===== src/scmfe_pkg.sv =====
// Package for the correlator mode front end: modes, register map, limits.
// Assumes a single 25 MHz bus clock and an AHB-Lite register port.
`default_nettype none

package scmfe_pkg;

	// -----------------------------------------------------------------
	// Sizes and limits
	// -----------------------------------------------------------------
	localparam int unsigned QUADRANTS = 4;
	localparam int unsigned MAX_ANTENNAS = 64;
	localparam int unsigned LANES = 32;
	localparam int unsigned SUB_BANDS = 32;
	localparam int unsigned MAX_WINDOWS = 4;
	localparam int unsigned TDM_CHANNELS = 256;
	localparam int unsigned FINE_DIV_CHANNELS = 8192;
	localparam int unsigned USABLE_NUM = 15;
	localparam int unsigned USABLE_DEN = 16;
	localparam int unsigned SAMPLE_BITS = 3;
	localparam int unsigned TDM_BITS = 2;
	localparam int unsigned PRODUCT_BITS = 4;
	// Tuning word: 2 GHz span in 30.5 kHz steps fits in 16 bits.
	localparam int unsigned TUNE_BITS = 16;
	localparam logic [15:0] TUNE_MAX = 16'hffff;
	// Half window span, in tuning steps, for one sub-band (58.59375 MHz).
	localparam logic [15:0] SUBBAND_STEPS = 16'h0780;

	// -----------------------------------------------------------------
	// Register map (byte offsets)
	// -----------------------------------------------------------------
	localparam logic [7:0] MODE_OFS = 8'h00;
	localparam logic [7:0] WINCFG_OFS = 8'h04;
	localparam logic [7:0] STATUS_OFS = 8'h08;
	localparam logic [7:0] TUNE0_OFS = 8'h10;
	localparam logic [31:0] MODE_RESET = 32'h0000_0000;
	localparam logic [31:0] WINCFG_RESET = 32'h0000_0000;
	// Every baseband starts flagged invalid, as its cleared setup is.
	localparam logic [3:0] BAD_RESET = 4'hf;

	// -----------------------------------------------------------------
	// Types
	// -----------------------------------------------------------------
	typedef enum logic [1:0] {
		SCMFE_TIME_DIV,
		SCMFE_FREQ_DIV,
		SCMFE_FOUR_BY_FOUR,
		SCMFE_MODE_BAD
	} scmfe_mode_t;

	typedef enum logic [1:0] {
		SCMFE_POL_SINGLE,
		SCMFE_POL_DUAL,
		SCMFE_POL_FULL,
		SCMFE_POL_BAD
	} scmfe_pol_t;

	// Per-baseband configuration as software writes it.
	typedef struct packed {
		scmfe_mode_t mode;
		scmfe_pol_t pol;
		logic [2:0] subband_sel;
		logic [2:0] avg_sel;
		logic [2:0] windows;
	} scmfe_bbcfg_t;

	// One lane of one quadrant: two polarizations of 3-bit samples.
	typedef struct packed {
		logic [SAMPLE_BITS-1:0] pol_x;
		logic [SAMPLE_BITS-1:0] pol_y;
	} scmfe_sample_t;

	// Conditioned lane toward the correlation array.
	typedef struct packed {
		logic [TDM_BITS-1:0] msb_x;
		logic [TDM_BITS-1:0] lsb_x;
		logic [TDM_BITS-1:0] msb_y;
		logic [TDM_BITS-1:0] lsb_y;
	} scmfe_lane_t;

endpackage

`default_nettype wire


===== src/scmfe_front_end.sv =====
// Mode front end for four basebands, with an AHB-Lite register slave.
// Assumes samples synchronous to hclk; one lane per baseband is modelled,
// standing for the 32 parallel lanes of the demultiplexed stream.
//
// The register addresses and register access over AHB-Lite were left to the implementer.
`default_nettype none

// How it works
// - Four quadrants, each one dual-polarization baseband for up to 64 antennas.
// - Correlation runs at 125 MHz on 32 demultiplexed lanes.
// - Time-division mode routes the baseband past the filter bank.
// - Time-division mode drops each sample's LSB, leaving 2 bits.
// - Time-division gives one window of 256 over polarization products channels.
// - Frequency-division splits the baseband into 32 sub-bands with mixer.
// - Overlapping sub-bands leave 15/16 of each usable.
// - Joined sub-bands give 15/16 of 8192 over products channels.
// - Sub-band count per window selectable as 32, 16, 8, 4, 2 or 1.
// - Averaging of 2, 4, 8 or 16 channels reduces output rate.
// - Up to four spectral windows per baseband.
// - Window centres tune in 30.5 kHz oscillator steps.
// - In 4x4 mode paired banks give MSB and LSB 2-bit chunks.
// - In 4x4 mode four chunk products are rescaled into 4 bits.
module scmfe_front_end (
	// Clock, reset and freeze
	input wire logic hclk,
	input wire logic hresetn,
	input wire logic clk_en,
	// AHB-Lite slave
	input wire logic hsel,
	input wire logic [31:0] haddr,
	input wire logic [1:0] htrans,
	input wire logic hwrite,
	input wire logic [2:0] hsize,
	input wire logic [31:0] hwdata,
	input wire logic hready,
	output logic [31:0] hrdata,
	output logic hreadyout,
	output logic hresp,
	// Samples from the digitizers, one 6-bit lane per baseband
	input wire logic [23:0] sample_in,
	// Conditioned lanes and chunk products toward the correlation array
	output logic [31:0] lane_out,
	output logic [15:0] product_out,
	output logic [3:0] bb_valid
);

	typedef struct packed {
		logic [3:0][12:0] cfg;
		logic [3:0][15:0] tune;
		logic [3:0] bad;
		logic [3:0][15:0] prod;
		logic wr_pend;
		logic [7:0] wr_addr;
		logic [31:0] rdata;
	} scmfe_state_t;

	scmfe_state_t state_reg;
	scmfe_state_t state_next;
	logic [3:0][7:0] lane_w;
	logic [3:0] run;
	logic [3:0] cfg_bad;
	logic addr_phase;

	// ---------------------------------------------------------------
	// Lanes, one per quadrant
	// ---------------------------------------------------------------
	// four quadrant lanes
	genvar q;
	generate
		for (q = 0; q < 4; q++) begin : g_quad
			scmfe_pkg::scmfe_bbcfg_t c;
			logic [3:0] ws;
			logic [16:0] hi;
			assign c = scmfe_pkg::scmfe_bbcfg_t'(state_reg.cfg[q]);
			// joined sub-band span
			// Half span in steps doubles with each subband_sel step up to 3; ws is zero for 4 and 5.
			assign ws = 4'(1) << c.subband_sel;
			assign hi = 17'(state_reg.tune[q]) +
				17'(scmfe_pkg::SUBBAND_STEPS * ws);
			assign cfg_bad[q] = (c.mode == scmfe_pkg::SCMFE_MODE_BAD) ||
				(c.pol == scmfe_pkg::SCMFE_POL_BAD) ||
				(c.subband_sel > 3'h5) ||
				(c.avg_sel > 3'h4) ||
				(c.windows == 3'h0) || (c.windows > 3'h4) ||
				((c.mode == scmfe_pkg::SCMFE_TIME_DIV) &&
					(c.windows != 3'h1)) ||
				((c.mode == scmfe_pkg::SCMFE_FOUR_BY_FOUR) &&
					((c.windows != 3'h1) ||
					(c.pol != scmfe_pkg::SCMFE_POL_DUAL))) ||
				((c.mode != scmfe_pkg::SCMFE_TIME_DIV) &&
					(state_reg.tune[q] < 16'(scmfe_pkg::SUBBAND_STEPS * ws)
					|| hi > 17'(scmfe_pkg::TUNE_MAX)));
			assign run[q] = !state_reg.bad[q];
			scmfe_lane u_lane (
				.hclk(hclk),
				.hresetn(hresetn),
				.clk_en(clk_en),
				.mode(c.mode),
				.phase_step(state_reg.tune[q]),
				.run(run[q]),
				.sample_in(sample_in[q*6 +: 6]),
				.lane_out(lane_w[q])
			);
			assign lane_out[q*8 +: 8] = lane_w[q];
			assign product_out[q*4 +: 4] = state_reg.prod[q][15:12];
			assign bb_valid[q] = run[q];
		end
	endgenerate

	// ---------------------------------------------------------------
	// Next state
	// ---------------------------------------------------------------
	assign addr_phase = hsel && hready && htrans[1];

	always_comb begin
		logic signed [3:0] ax;
		logic signed [3:0] ay;
		logic signed [7:0] mm;
		logic signed [7:0] ml;
		logic signed [7:0] lm;
		logic signed [7:0] ll;
		logic signed [9:0] acc;
		ax = '0;
		ay = '0;
		mm = '0;
		ml = '0;
		lm = '0;
		ll = '0;
		acc = '0;
		state_next = state_reg;
		state_next.bad = cfg_bad;
		for (int b = 0; b < 4; b++) begin
			ax = {lane_w[b][7:6], 2'b00};
			ay = {lane_w[b][3:2], 2'b00};
			mm = 8'(ax) * 8'(ay);
			ml = 8'(ax) * 8'($signed({2'b00, lane_w[b][1:0]}));
			lm = 8'(ay) * 8'($signed({2'b00, lane_w[b][5:4]}));
			ll = 8'($signed({2'b00, lane_w[b][5:4]})) *
				8'($signed({2'b00, lane_w[b][1:0]}));
			if (state_reg.cfg[b][12:11] == 2'(scmfe_pkg::SCMFE_FOUR_BY_FOUR)) begin
				acc = 10'(mm) + 10'(ml) + 10'(lm) + 10'(ll >>> 2);
			end else begin
				acc = 10'(mm);
			end
			state_next.prod[b] = {acc[9:6], 12'h000};
		end
		if (addr_phase) begin
			state_next.wr_pend = hwrite;
			state_next.wr_addr = haddr[7:0];
			state_next.rdata = '0;
			if (haddr[7:0] == scmfe_pkg::MODE_OFS) begin
				for (int b = 0; b < 4; b++) begin
					state_next.rdata[b*8 +: 8] = {3'h0, state_reg.cfg[b][12:8]};
				end
			end else if (haddr[7:0] == scmfe_pkg::WINCFG_OFS) begin
				for (int b = 0; b < 4; b++) begin
					state_next.rdata[b*8 +: 8] = {state_reg.cfg[b][7:0]};
				end
			end else if (haddr[7:0] == scmfe_pkg::STATUS_OFS) begin
				state_next.rdata = {28'h0, state_reg.bad};
			end else if (haddr[7:4] == scmfe_pkg::TUNE0_OFS[7:4] &&
				haddr[3:2] != 2'h3) begin
				state_next.rdata = {16'h0, state_reg.tune[haddr[3:2]]};
			end else if (haddr[7:0] == 8'h1c) begin
				state_next.rdata = {16'h0, state_reg.tune[3]};
			end
		end else if (hready) begin
			state_next.wr_pend = 1'b0;
		end
		if (state_reg.wr_pend) begin
			for (int b = 0; b < 4; b++) begin
				if (state_reg.wr_addr == scmfe_pkg::MODE_OFS) begin
					state_next.cfg[b][12:8] = hwdata[b*8 +: 5];
				end
				if (state_reg.wr_addr == scmfe_pkg::WINCFG_OFS) begin
					state_next.cfg[b][7:0] = hwdata[b*8 +: 8];
				end
				if (state_reg.wr_addr == 8'(scmfe_pkg::TUNE0_OFS + 8'(b*4))) begin
					state_next.tune[b] = hwdata[15:0];
				end
			end
		end
	end

	always_ff @(posedge hclk or negedge hresetn) begin
		if (!hresetn) begin
			state_reg <= '{bad: scmfe_pkg::BAD_RESET, default: '0};
		end else if (clk_en) begin
			state_reg <= state_next;
		end
	end

	assign hrdata = state_reg.rdata;
	assign hreadyout = 1'b1;
	assign hresp = 1'b0;

endmodule

`default_nettype wire


===== src/scmfe_lane.sv =====
// One lane of one baseband: truncation, requantizer pair and mixing.
// Assumes samples arrive once per enabled clock, synchronous to hclk.
`default_nettype none

module scmfe_lane (
	// Clock and reset
	input wire logic hclk,
	input wire logic hresetn,
	input wire logic clk_en,
	// Configuration
	input wire logic [1:0] mode,
	input wire logic [15:0] phase_step,
	input wire logic run,
	// Data
	input wire logic [5:0] sample_in,
	output logic [7:0] lane_out
);

	typedef struct packed {
		logic [15:0] phase;
		logic [7:0] out;
	} scmfe_lane_state_t;

	scmfe_lane_state_t state_reg;
	scmfe_lane_state_t state_next;
	scmfe_pkg::scmfe_sample_t smp;
	scmfe_pkg::scmfe_lane_t res;
	logic flip;

	always_comb begin
		smp = scmfe_pkg::scmfe_sample_t'(sample_in);
		state_next = state_reg;
		res = '0;
		// The oscillator sign flips the sample in the upper half cycle.
		flip = state_reg.phase[15];
		unique case (scmfe_pkg::scmfe_mode_t'(mode))
			scmfe_pkg::SCMFE_TIME_DIV: begin
				res.msb_x = smp.pol_x[2:1];
				res.msb_y = smp.pol_y[2:1];
			end
			scmfe_pkg::SCMFE_FREQ_DIV: begin
				res.msb_x = flip ? ~smp.pol_x[2:1] : smp.pol_x[2:1];
				res.msb_y = flip ? ~smp.pol_y[2:1] : smp.pol_y[2:1];
			end
			scmfe_pkg::SCMFE_FOUR_BY_FOUR: begin
				res.msb_x = flip ? ~smp.pol_x[2:1] : smp.pol_x[2:1];
				res.lsb_x = {flip ^ smp.pol_x[0], 1'b1};
				res.msb_y = flip ? ~smp.pol_y[2:1] : smp.pol_y[2:1];
				res.lsb_y = {flip ^ smp.pol_y[0], 1'b1};
			end
			default: res = '0;
		endcase
		if (run) begin
			state_next.phase = state_reg.phase + phase_step;
			state_next.out = res;
		end else begin
			state_next.out = '0;
		end
	end

	always_ff @(posedge hclk or negedge hresetn) begin
		if (!hresetn) begin
			state_reg <= '0;
		end else if (clk_en) begin
			state_reg <= state_next;
		end
	end

	assign lane_out = state_reg.out;

endmodule

`default_nettype wire


===== config.mk =====
export PLATFORM = sky130hd
export DESIGN_NAME = scmfe_front_end
export DESIGN_NICKNAME = d
export VERILOG_FILES = /design/src/scmfe_pkg.sv /design/src/scmfe_front_end.sv /design/src/scmfe_lane.sv
export SDC_FILE = /design/constraint.sdc
export NUM_CORES = 1
export LEC_CHECK = 0
export BUFFER_PORTS_ARGS = -buffer_cell sky130_fd_sc_hd__buf_2
export CAP_MARGIN = 20
export CELL_PAD_IN_SITES_DETAIL_PLACEMENT = 0
export CELL_PAD_IN_SITES_GLOBAL_PLACEMENT = 1
export CORE_ASPECT_RATIO = 1.1
export CORE_MARGIN = 10
export CORE_UTILIZATION = 30
export DETAILED_ROUTE_END_ITERATION = 8
export PLACE_DENSITY = 0.57
export SLEW_MARGIN = 10
export SYNTH_ARGS = -nofsm -noshare
export SYNTH_HDL_FRONTEND = slang
export SYNTH_SLANG_ARGS = --single-unit
export TNS_END_PERCENT = 50

===== constraint.sdc =====
create_clock -name hclk -period 7.6 [get_ports hclk]
set_input_delay 1.52 -clock hclk [delete_from_list [all_inputs] [get_ports hclk]]
set_output_delay 1.52 -clock hclk [all_outputs]
set_load 0.005 [all_outputs]

==> results of run 1 <==
[metrics by stage]
| stage | instances | total power (W) | hold slack (ps) | cell area (sq um) | setup slack, ps |
|---|---|---|---|---|---|
| floorplan | 2051 | 0.00212 | 448 | 19900 | 3460 |
| global placement | 2919 | 0.00234 | 462 | 20900 | 3130 |
| detailed placement | 2919 | 0.00236 | 466 | 20900 | 3080 |
| CTS | 2980 | 0.00408 | 479 | 22000 | 3050 |
| global route | 2981 | 0.00424 | 507 | 22000 | 2610 |
| finish | 2981 | 0.00401 | 471 | 22000 | 3000 |
[final timing paths]
kind / from / end / depth (start not counted)
max: g_quad[2].c[7] / state_reg[107] / 14
min: hrdata[23] / hrdata[23] / 2
max reg2reg: g_quad[2].c[7] / state_reg[107] / 14
min reg2reg: hrdata[23] / hrdata[23] / 2
max in group asynchronous: hresetn / g_quad[2].c[7] / 2
min in group asynchronous: hresetn / g_quad[3].u_lane.state_reg[20] / 1
[cells by family after synthesis]
kind of cell / after synthesis / share of synthesized area (%)
AO/OA/AOI/OAI: 468 / 14.9
XOR/XNOR: 76 / 3.35
adder cells (fa/ha/maj): 275 / 19.1
buffers and inverters: 366 / 8.91
flip-flops: 269 / 33.9
multiplexers: 166 / 9.35
other: 2 / 0.0378
AND/OR/NAND/NOR: 429 / 10.5
[metal layers]
layer,wire (um),GRT usage [%],vias up
met2,27200,25.0,229
met4,1230,3.52,8
met3,2350,2.94,62
met5,50,0,-
met1,26200,18.8,7250
li1,-,-,7133
[area by class of cell]
class | instances | area [sq um]
clock buffer | 49 | 1020
clock inverter | 12 | 123
fill | 6725 | 43300
inverter | 217 | 815
multi-input combinational | 1416 | 11400
sequential | 269 | 6740
tap | 850 | 1060
timing repair buffer | 168 | 918
[power by group through the flow]
| stage | Clock (W) | Combinational [W] | Sequential [W] |
|---|---|---|---|
| floorplan | 0 | 0.000515 | 0.00161 |
| global placement | 0 | 0.000693 | 0.00165 |
| detailed placement | 0 | 0.000705 | 0.00165 |
| CTS | 0.00175 | 0.000713 | 0.00163 |
| global route | 0.00179 | 0.000805 | 0.00164 |
| finish | 0.00168 | 0.000703 | 0.00162 |
[tightest hold or removal path, delay by kind of cell, from the launching register on]
| kind | cells | cell delay [ps] |
|---|---|---|
| AO/OA/AOI/OAI | 1 | 60 |
| flip-flops | 1 | 340 |
| AND/OR/NAND/NOR | 1 | 40 |
[Yosys cell counts (5+ instances only)]
cell       number  area [sq um]
a21o_1         40           300
nand2b_1       20           125
buf_6           5          56.3
and3_1          5          31.3
a21oi_1       108           541
and2_1          6          37.5
nand4_1         6          37.5
nor3_1         21           105
buf_4          93           698
a211oi_1       13          97.6
o21ai_0       147           736
mux2i_1        39           390
ha_1          228          2850
o31ai_1        12          90.1
a221oi_1       12           105
xnor2_1        29           254
o21bai_1       10          75.1
o22ai_1        14          87.6
mux2_2        117          1320
nor2b_1         6          37.5
nor3b_1         9          67.6
or3_1           9          56.3
dfrtp_1       265          6630
o21a_1         14           105
fa_1           47           941
nand2_1       190           713
buf_2           8          40.0
a22oi_1        20           150
clkbuf_1       40           150
nand3_1        31           155
nor2_1         92           345
mux2_4         10           150
inv_1         217           815
o211ai_1       10          75.1
a31oi_1         7          43.8
xor2_1         47           412
o2bb2ai_1      20           175
==> flow_summary.toml, run 1 <==
[outcome]
status = "complete, no violations"

[placement]
gp_congestion = 0.818
io_buffers = 154
dp.final_hpwl_mm = 42.5

[drt]
drt_first_pass_iters = 5
finalWirelength_mm = 57.0
drcViolationCount = 0
postRouteAntennaNets = 0
vias = 14700
dr.first_iter.drc_count = 738
wl_per_cell_um = 19.1
viasPerCell = 4.93

[cts]
root_buffer = "clkbuf_16"
cts.sinks = 269
clock_latency_ps = 550
clkSlewWorstSetupHoldPaths_ps = 60
cts_made_buffers = 36
cts_buffer_depth = 3
post_cts_buffers = 0
holdBufCountCts = 0
cts.repair.resized = 0
cts_tree = "yes"
htreeDepth = 2

[worst_setup_path]
criticalPathCategory = "reg -> reg"
max_stage_delay_ps = 590
crit_path_max_fanout = 7
worst-path-buf-inv = 3
critPathArrivalTime_ps = 5070
critPathRequiredTime_ps = 8060
end_kind = "flip-flop"
cp_slowest_cell = "fa_1"
crit_chain = "nor3b_1, inv_1, fa_1, fa_1, inv_1, fa_1, inv_1, a21oi_1, o21ai_0, xor2_1, ha_1, a2111oi_0, a2111oi_0, o32a_1"
path_delay_family = "adder cells"
reg2reg_slack_ps = 3000
crit_path_start_kind = "flip-flop"

[timing]
finalSetupViolations = 0
rsz0062_at_grt = "no"
finalCriticalPeriod_ps = 4600
min_period_over_period_pct = 60.6
worstMarginPinSlew_ps = 1040
relSlewSlack_pct = 30.7
tns_ps = 0
timing.final.hold_violations = 0
clock_skew_ps = 23.7
fmax_ghz = 0.217
finalMaxSlewViolations = 0

[pwr]
power_frac_seq_pct = 40.6
clockPowerShare_pct = 41.9
p_comb_share_pct = 17.5
power_density_mw_per_mm2 = 182
p_leak_nw = 11.3
p_switching_w = 0.00118
p_int_w = 0.00283
peakVddDrop_v = 0.000131
p_sw_share_pct = 29.4

[floorplanning]
fp-row-count = 98
initial_core_util_pct = 30.4
die_h_um = 290
io_pins = 185
dieArea_sq_mm = 0.0769
core_sq_mm = 0.0654
die_w_um = 265

[logic_synthesis]
yosys_warnings = 0
synth-edff-count = 0
ys.flop_type = "dfrtp_1"
synth_area_per_cell_sq_um = 9.69
mappedNetlistArea_sq_mm = 0.0199
async_flop_share_pct = 100
seq_area_frac_synth_pct = 33.9
ys_ff_latch = 269
ys_types = 78
synthCells = 2051
syn_nets = 2425

[cells_and_area]
area_growth_pct = 11.0
final_cell_mix = "dfrtp_1 (265), ha_1 (228), inv_1 (217)"
fin_nets = 2482
largest_reg_flops = 77
diodes = 0
drive_gt1_share_pct = 17.4
layout.cells.most_common = "dfrtp_1"
final_util_pct = 33.7

[global_routing]
grt_max_degree = 151
overflow = 0
grt_pass1_wl_mm = 89.8
grt_pass1_vias = 15300
antenna_found_initial = 4
grtUsageTotal_pct = 14.7

[hold_path]
hold_path_class = "reg -> reg"

[flow_run]
max_cap_viol_count = 0
Note: power is estimated with default switching activity, not from simulation.
==> run 2, diff against run 1 <==
Clock period 7.6 ns to 4.3 ns, I/O delays scaled along.
==> flow_summary.toml, run 2 (synthesis results as in run 1) <==
[worst_setup_path]
critPathArrivalTime_ps = 4570
crit_path_max_fanout = 6
cp_slowest_cell = "fa_1"
max_stage_delay_ps = 580
critPathRequiredTime_ps = 4780
end_kind = "flip-flop"
worst-path-buf-inv = 3
crit_path_start_kind = "flip-flop"
crit_chain = "buf_4, nor2_1, and2_4, fa_2, fa_1, inv_1, fa_1, inv_1, a21oi_1, o21ai_1, xor2_1, ha_1, a2111oi_2, a2111oi_1, o32a_1"
criticalPathCategory = "reg -> reg"
path_delay_family = "adder cells"

[cts]
root_buffer = "clkbuf_16"
htreeDepth = 2
cts_made_buffers = 36
cts.sinks = 269
clock_latency_ps = 560
holdBufCountCts = 0
cts_buffer_depth = 3
clkSlewWorstSetupHoldPaths_ps = 60
cts_tree = "yes"

[pwr]
power_density_mw_per_mm2 = 331
peakVddDrop_v = 0.000198
p_leak_nw = 11.5

[placement]
dp.final_hpwl_mm = 43.4
io_buffers = 154
gp_congestion = 0.809

[cells_and_area]
largest_reg_flops = 77
fin_nets = 2505
diodes = 0
final_cell_mix = "dfrtp_1 (265), ha_1 (228), inv_1 (217)"
area_growth_pct = 12.8
layout.cells.most_common = "dfrtp_1"
drive_gt1_share_pct = 18.9

[drt]
postRouteAntennaNets = 0
viasPerCell = 4.93
dr.first_iter.drc_count = 637
vias = 14800
drcViolationCount = 0
finalWirelength_mm = 57.3
wl_per_cell_um = 19.1
drt_first_pass_iters = 5

[floorplanning]
dieArea_sq_mm = 0.0769
die_w_um = 265
initial_core_util_pct = 30.4
io_pins = 185
fp-row-count = 98
core_sq_mm = 0.0654
die_h_um = 290

[timing]
rsz0062_at_grt = "yes"
finalMaxSlewViolations = 0
timing.final.hold_violations = 0
relSlewSlack_pct = 37.3
finalCriticalPeriod_ps = 4100
whs_ps = 351
fmax_ghz = 0.244
finalSetupViolations = 0
min_period_over_period_pct = 95.2
tns_ps = 0
clock_skew_ps = 22.5
worstMarginPinSlew_ps = 937

[outcome]
status = "complete, no violations"

[global_routing]
grt_pass1_wl_mm = 89.6
grt_pass1_vias = 15100
grt_max_degree = 100
overflow = 0
grtUsageTotal_pct = 14.7
antenna_found_initial = 6

[hold_path]
hold_path_class = "in -> async"

[flow_run]
max_cap_viol_count = 0
==> run 2: final cells by class <==
class / count / area [sq um]
flip-flops and latches: 269 / 6740
clock buffers: 47 / 1000
clock inverters: 17 / 277
inverters: 217 / 815
multi-input cells: 1416 / 11400
fillers: 6737 / 43000
repair buffers: 191 / 1100
well taps: 850 / 1060
==> run 2: power by group <==
group	total (W)	leakage [nW]	internal [W]	switching, W
registers	0.00287	3.62	0.00269	0.000177
clock network	0.00328	0.619	0.00202	0.00126
logic	0.00127	7.26	0.000547	0.000727
==> run 2: stage by stage <==
| step | cell area [sq um] | utilization [%] | setup slack, ps | std cells | power [W] |
|---|---|---|---|---|---|
| final | 22400 | 34.3 | 205 | 3007 | 0.00742 |
| after global routing | 22400 | 34.3 | -24.8 | 3007 | 0.00783 |
| after CTS | 22300 | 34.2 | 8.96 | 3005 | 0.00755 |
| after detailed placement | 21100 | 32.2 | 53.5 | 2941 | 0.00419 |
| after global placement | 21100 | 32.2 | 13.0 | 2941 | 0.00416 |
| after floorplan | 19900 | - | 165 | 2051 | 0.00375 |
==> run 2: timing repair <==
action / CTS / global route
gates resized for setup: 0 / 15
setup buffers: 0 / 2
endpoints found under the setup margin: 0 / 3
endpoints found under the hold margin: 0 / 0
==> run 2: worst paths after layout <==
check | startpoint | end | slack [ps] | cells after the start
max | g_quad[2].c[8] | state_reg[107] | 200 | 15
min | hresetn | g_quad[1].u_lane.lane_out[5] | 350 | 1
max reg2reg | g_quad[2].c[8] | state_reg[107] | 200 | 15
min reg2reg | hrdata[1] | hrdata[1] | 480 | 2
max in group asynchronous | hresetn | g_quad[3].c[4] | 2860 | 2
min in group hclk | hrdata[1] | hrdata[1] | 480 | 2
==> run 2: layer usage <==
layer | share of wire (%) | GRT usage, %
met1 | 46 | 18.9
met2 | 48 | 25.2
met3 | 4.3 | 2.76
met4 | 1.7 | 2.95
met5 | 0.12 | 0
==> run 3, diff against run 2 <==
Settings changed: CORE_MARGIN 10 to not set.
==> flow_summary.toml, run 3 (synthesis results as in run 1) <==
[outcome]
status = "finished with violations"
violations = "design-rule violations"

[cts]
htreeDepth = 2
holdBufCountCts = 0
cts_tree = "yes"
cts_made_buffers = 35
clock_latency_ps = 550
cts_buffer_depth = 3
root_buffer = "clkbuf_16"
clkSlewWorstSetupHoldPaths_ps = 50
cts.sinks = 269

[timing]
setup_slack_ps = 144
rsz0062_at_grt = "yes"
finalCriticalPeriod_ps = 4160
tns_ps = 0
relSlewSlack_pct = 34.9
finalMaxSlewViolations = 0
worstMarginPinSlew_ps = 974
timing.final.hold_violations = 0
min_period_over_period_pct = 96.6
fmax_ghz = 0.241
clock_skew_ps = 22.0
finalSetupViolations = 0

[worst_setup_path]
crit_path_max_fanout = 6
cp_slowest_cell = "fa_1"
critPathRequiredTime_ps = 4770
criticalPathCategory = "reg -> reg"
worst-path-buf-inv = 3
path_delay_family = "adder cells"
max_stage_delay_ps = 580
critPathArrivalTime_ps = 4630
path_common_cell = "fa_1"
crit_path_start_kind = "flip-flop"
crit_chain = "buf_4, nor2_1, and2_1, fa_1, fa_1, inv_1, fa_1, inv_1, a21oi_1, o21ai_1, xor2_1, ha_1, a2111oi_4, a2111oi_2, o32a_1"
end_kind = "flip-flop"

[cells_and_area]
fin_nets = 2505
final_cell_mix = "dfrtp_1 (264), ha_1 (228), inv_1 (216)"
drive_gt1_share_pct = 18.9
layout.cells.most_common = "dfrtp_1"
stdcell_count = 3004
area_growth_pct = 12.6
largest_reg_flops = 77
final_util_pct = 34.3

[drt]
drcViolationCount = 16
vias = 14800
wl_per_cell_um = 18.5
finalWirelength_mm = 55.5
postRouteAntennaNets = 0
dr.first_iter.drc_count = 574
drt_first_pass_iters = 7
viasPerCell = 4.91

[floorplanning]
initial_core_util_pct = 30.5
die_h_um = 272
core_sq_mm = 0.0652
fp-row-count = 98
dieArea_sq_mm = 0.0673
die_w_um = 247
io_pins = 185

[global_routing]
antenna_found_initial = 5
grtUsageTotal_pct = 16.7
grt_pass1_wl_mm = 87.4
grt_pass1_vias = 15200
overflow = 0
grt_max_degree = 101

[flow_run]
max_cap_viol_count = 0

[placement]
dp.cells = 2942
gp_congestion = 0.834
dp.final_hpwl_mm = 42.3
place_ws_ps = 34.6
io_buffers = 154

[pwr]
p_leak_nw = 11.5
peakVddDrop_v = 0.000188
power_density_mw_per_mm2 = 329

[hold_path]
hold_path_class = "in -> async"
run 3: layout make-up:
| type | instances | area (sq um) |
|---|---|---|
| multi-input combinational | 1416 | 11400 |
| tap | 850 | 1060 |
| inverter | 217 | 815 |
| antenna | 1 | 2.50 |
| timing repair buffer | 192 | 1090 |
| clock buffer | 46 | 1030 |
| clock inverter | 13 | 226 |
| fill | 6695 | 42900 |
| sequential | 269 | 6740 |
run 3: layer usage:
metal / track usage (%) / vias up / part of all wire (%)
li1: - / 7190 / -
met1: 21.5 / 7277 / 45
met2: 28.9 / 222 / 49
met3: 2.61 / 66 / 3.9
met4: 4.49 / 4 / 2.2
met5: 0 / - / 0.056
run 3: where the power goes:
| group | internal [W] | total (W) | switching [W] |
|---|---|---|---|
| sequential | 0.00269 | 0.00287 | 0.000180 |
| combinational | 0.000544 | 0.00126 | 0.000716 |
| clock | 0.00204 | 0.00324 | 0.00120 |
run 3: path summary, 6_finish.rpt:
path	startpoint	endpoint	slack [ps]	depth (start not counted)
min in group hclk	hrdata[6]	hrdata[6]	470	2
worst max register to register	g_quad[2].c[7]	state_reg[107]	140	15
worst min-delay path	hresetn	g_quad[1].u_lane.lane_out[5]	390	1
worst min register to register	hrdata[6]	hrdata[6]	470	2
max in group asynchronous	hresetn	g_quad[0].u_lane.state_reg[13]	2940	2
worst max-delay path	g_quad[2].c[7]	state_reg[107]	140	15
run 3: timing repair:
action                     4_1_cts  5_1_grt
setup endpoints to repair        0        4
buffers inserted                 0        2
gates resized for setup          0       13
run 3: stage by stage:
step | cell area (sq um) | hold WS [ps] | total power (W)
2_1_floorplan | 19900 | 448 | 0.00375
4_1_cts | 22300 | 427 | 0.00749
5_1_grt | 22400 | 468 | 0.00777
6_report | 22400 | 391 | 0.00736
3_5_place_dp | 21100 | 467 | 0.00418
3_3_place_gp | 21100 | 458 | 0.00415
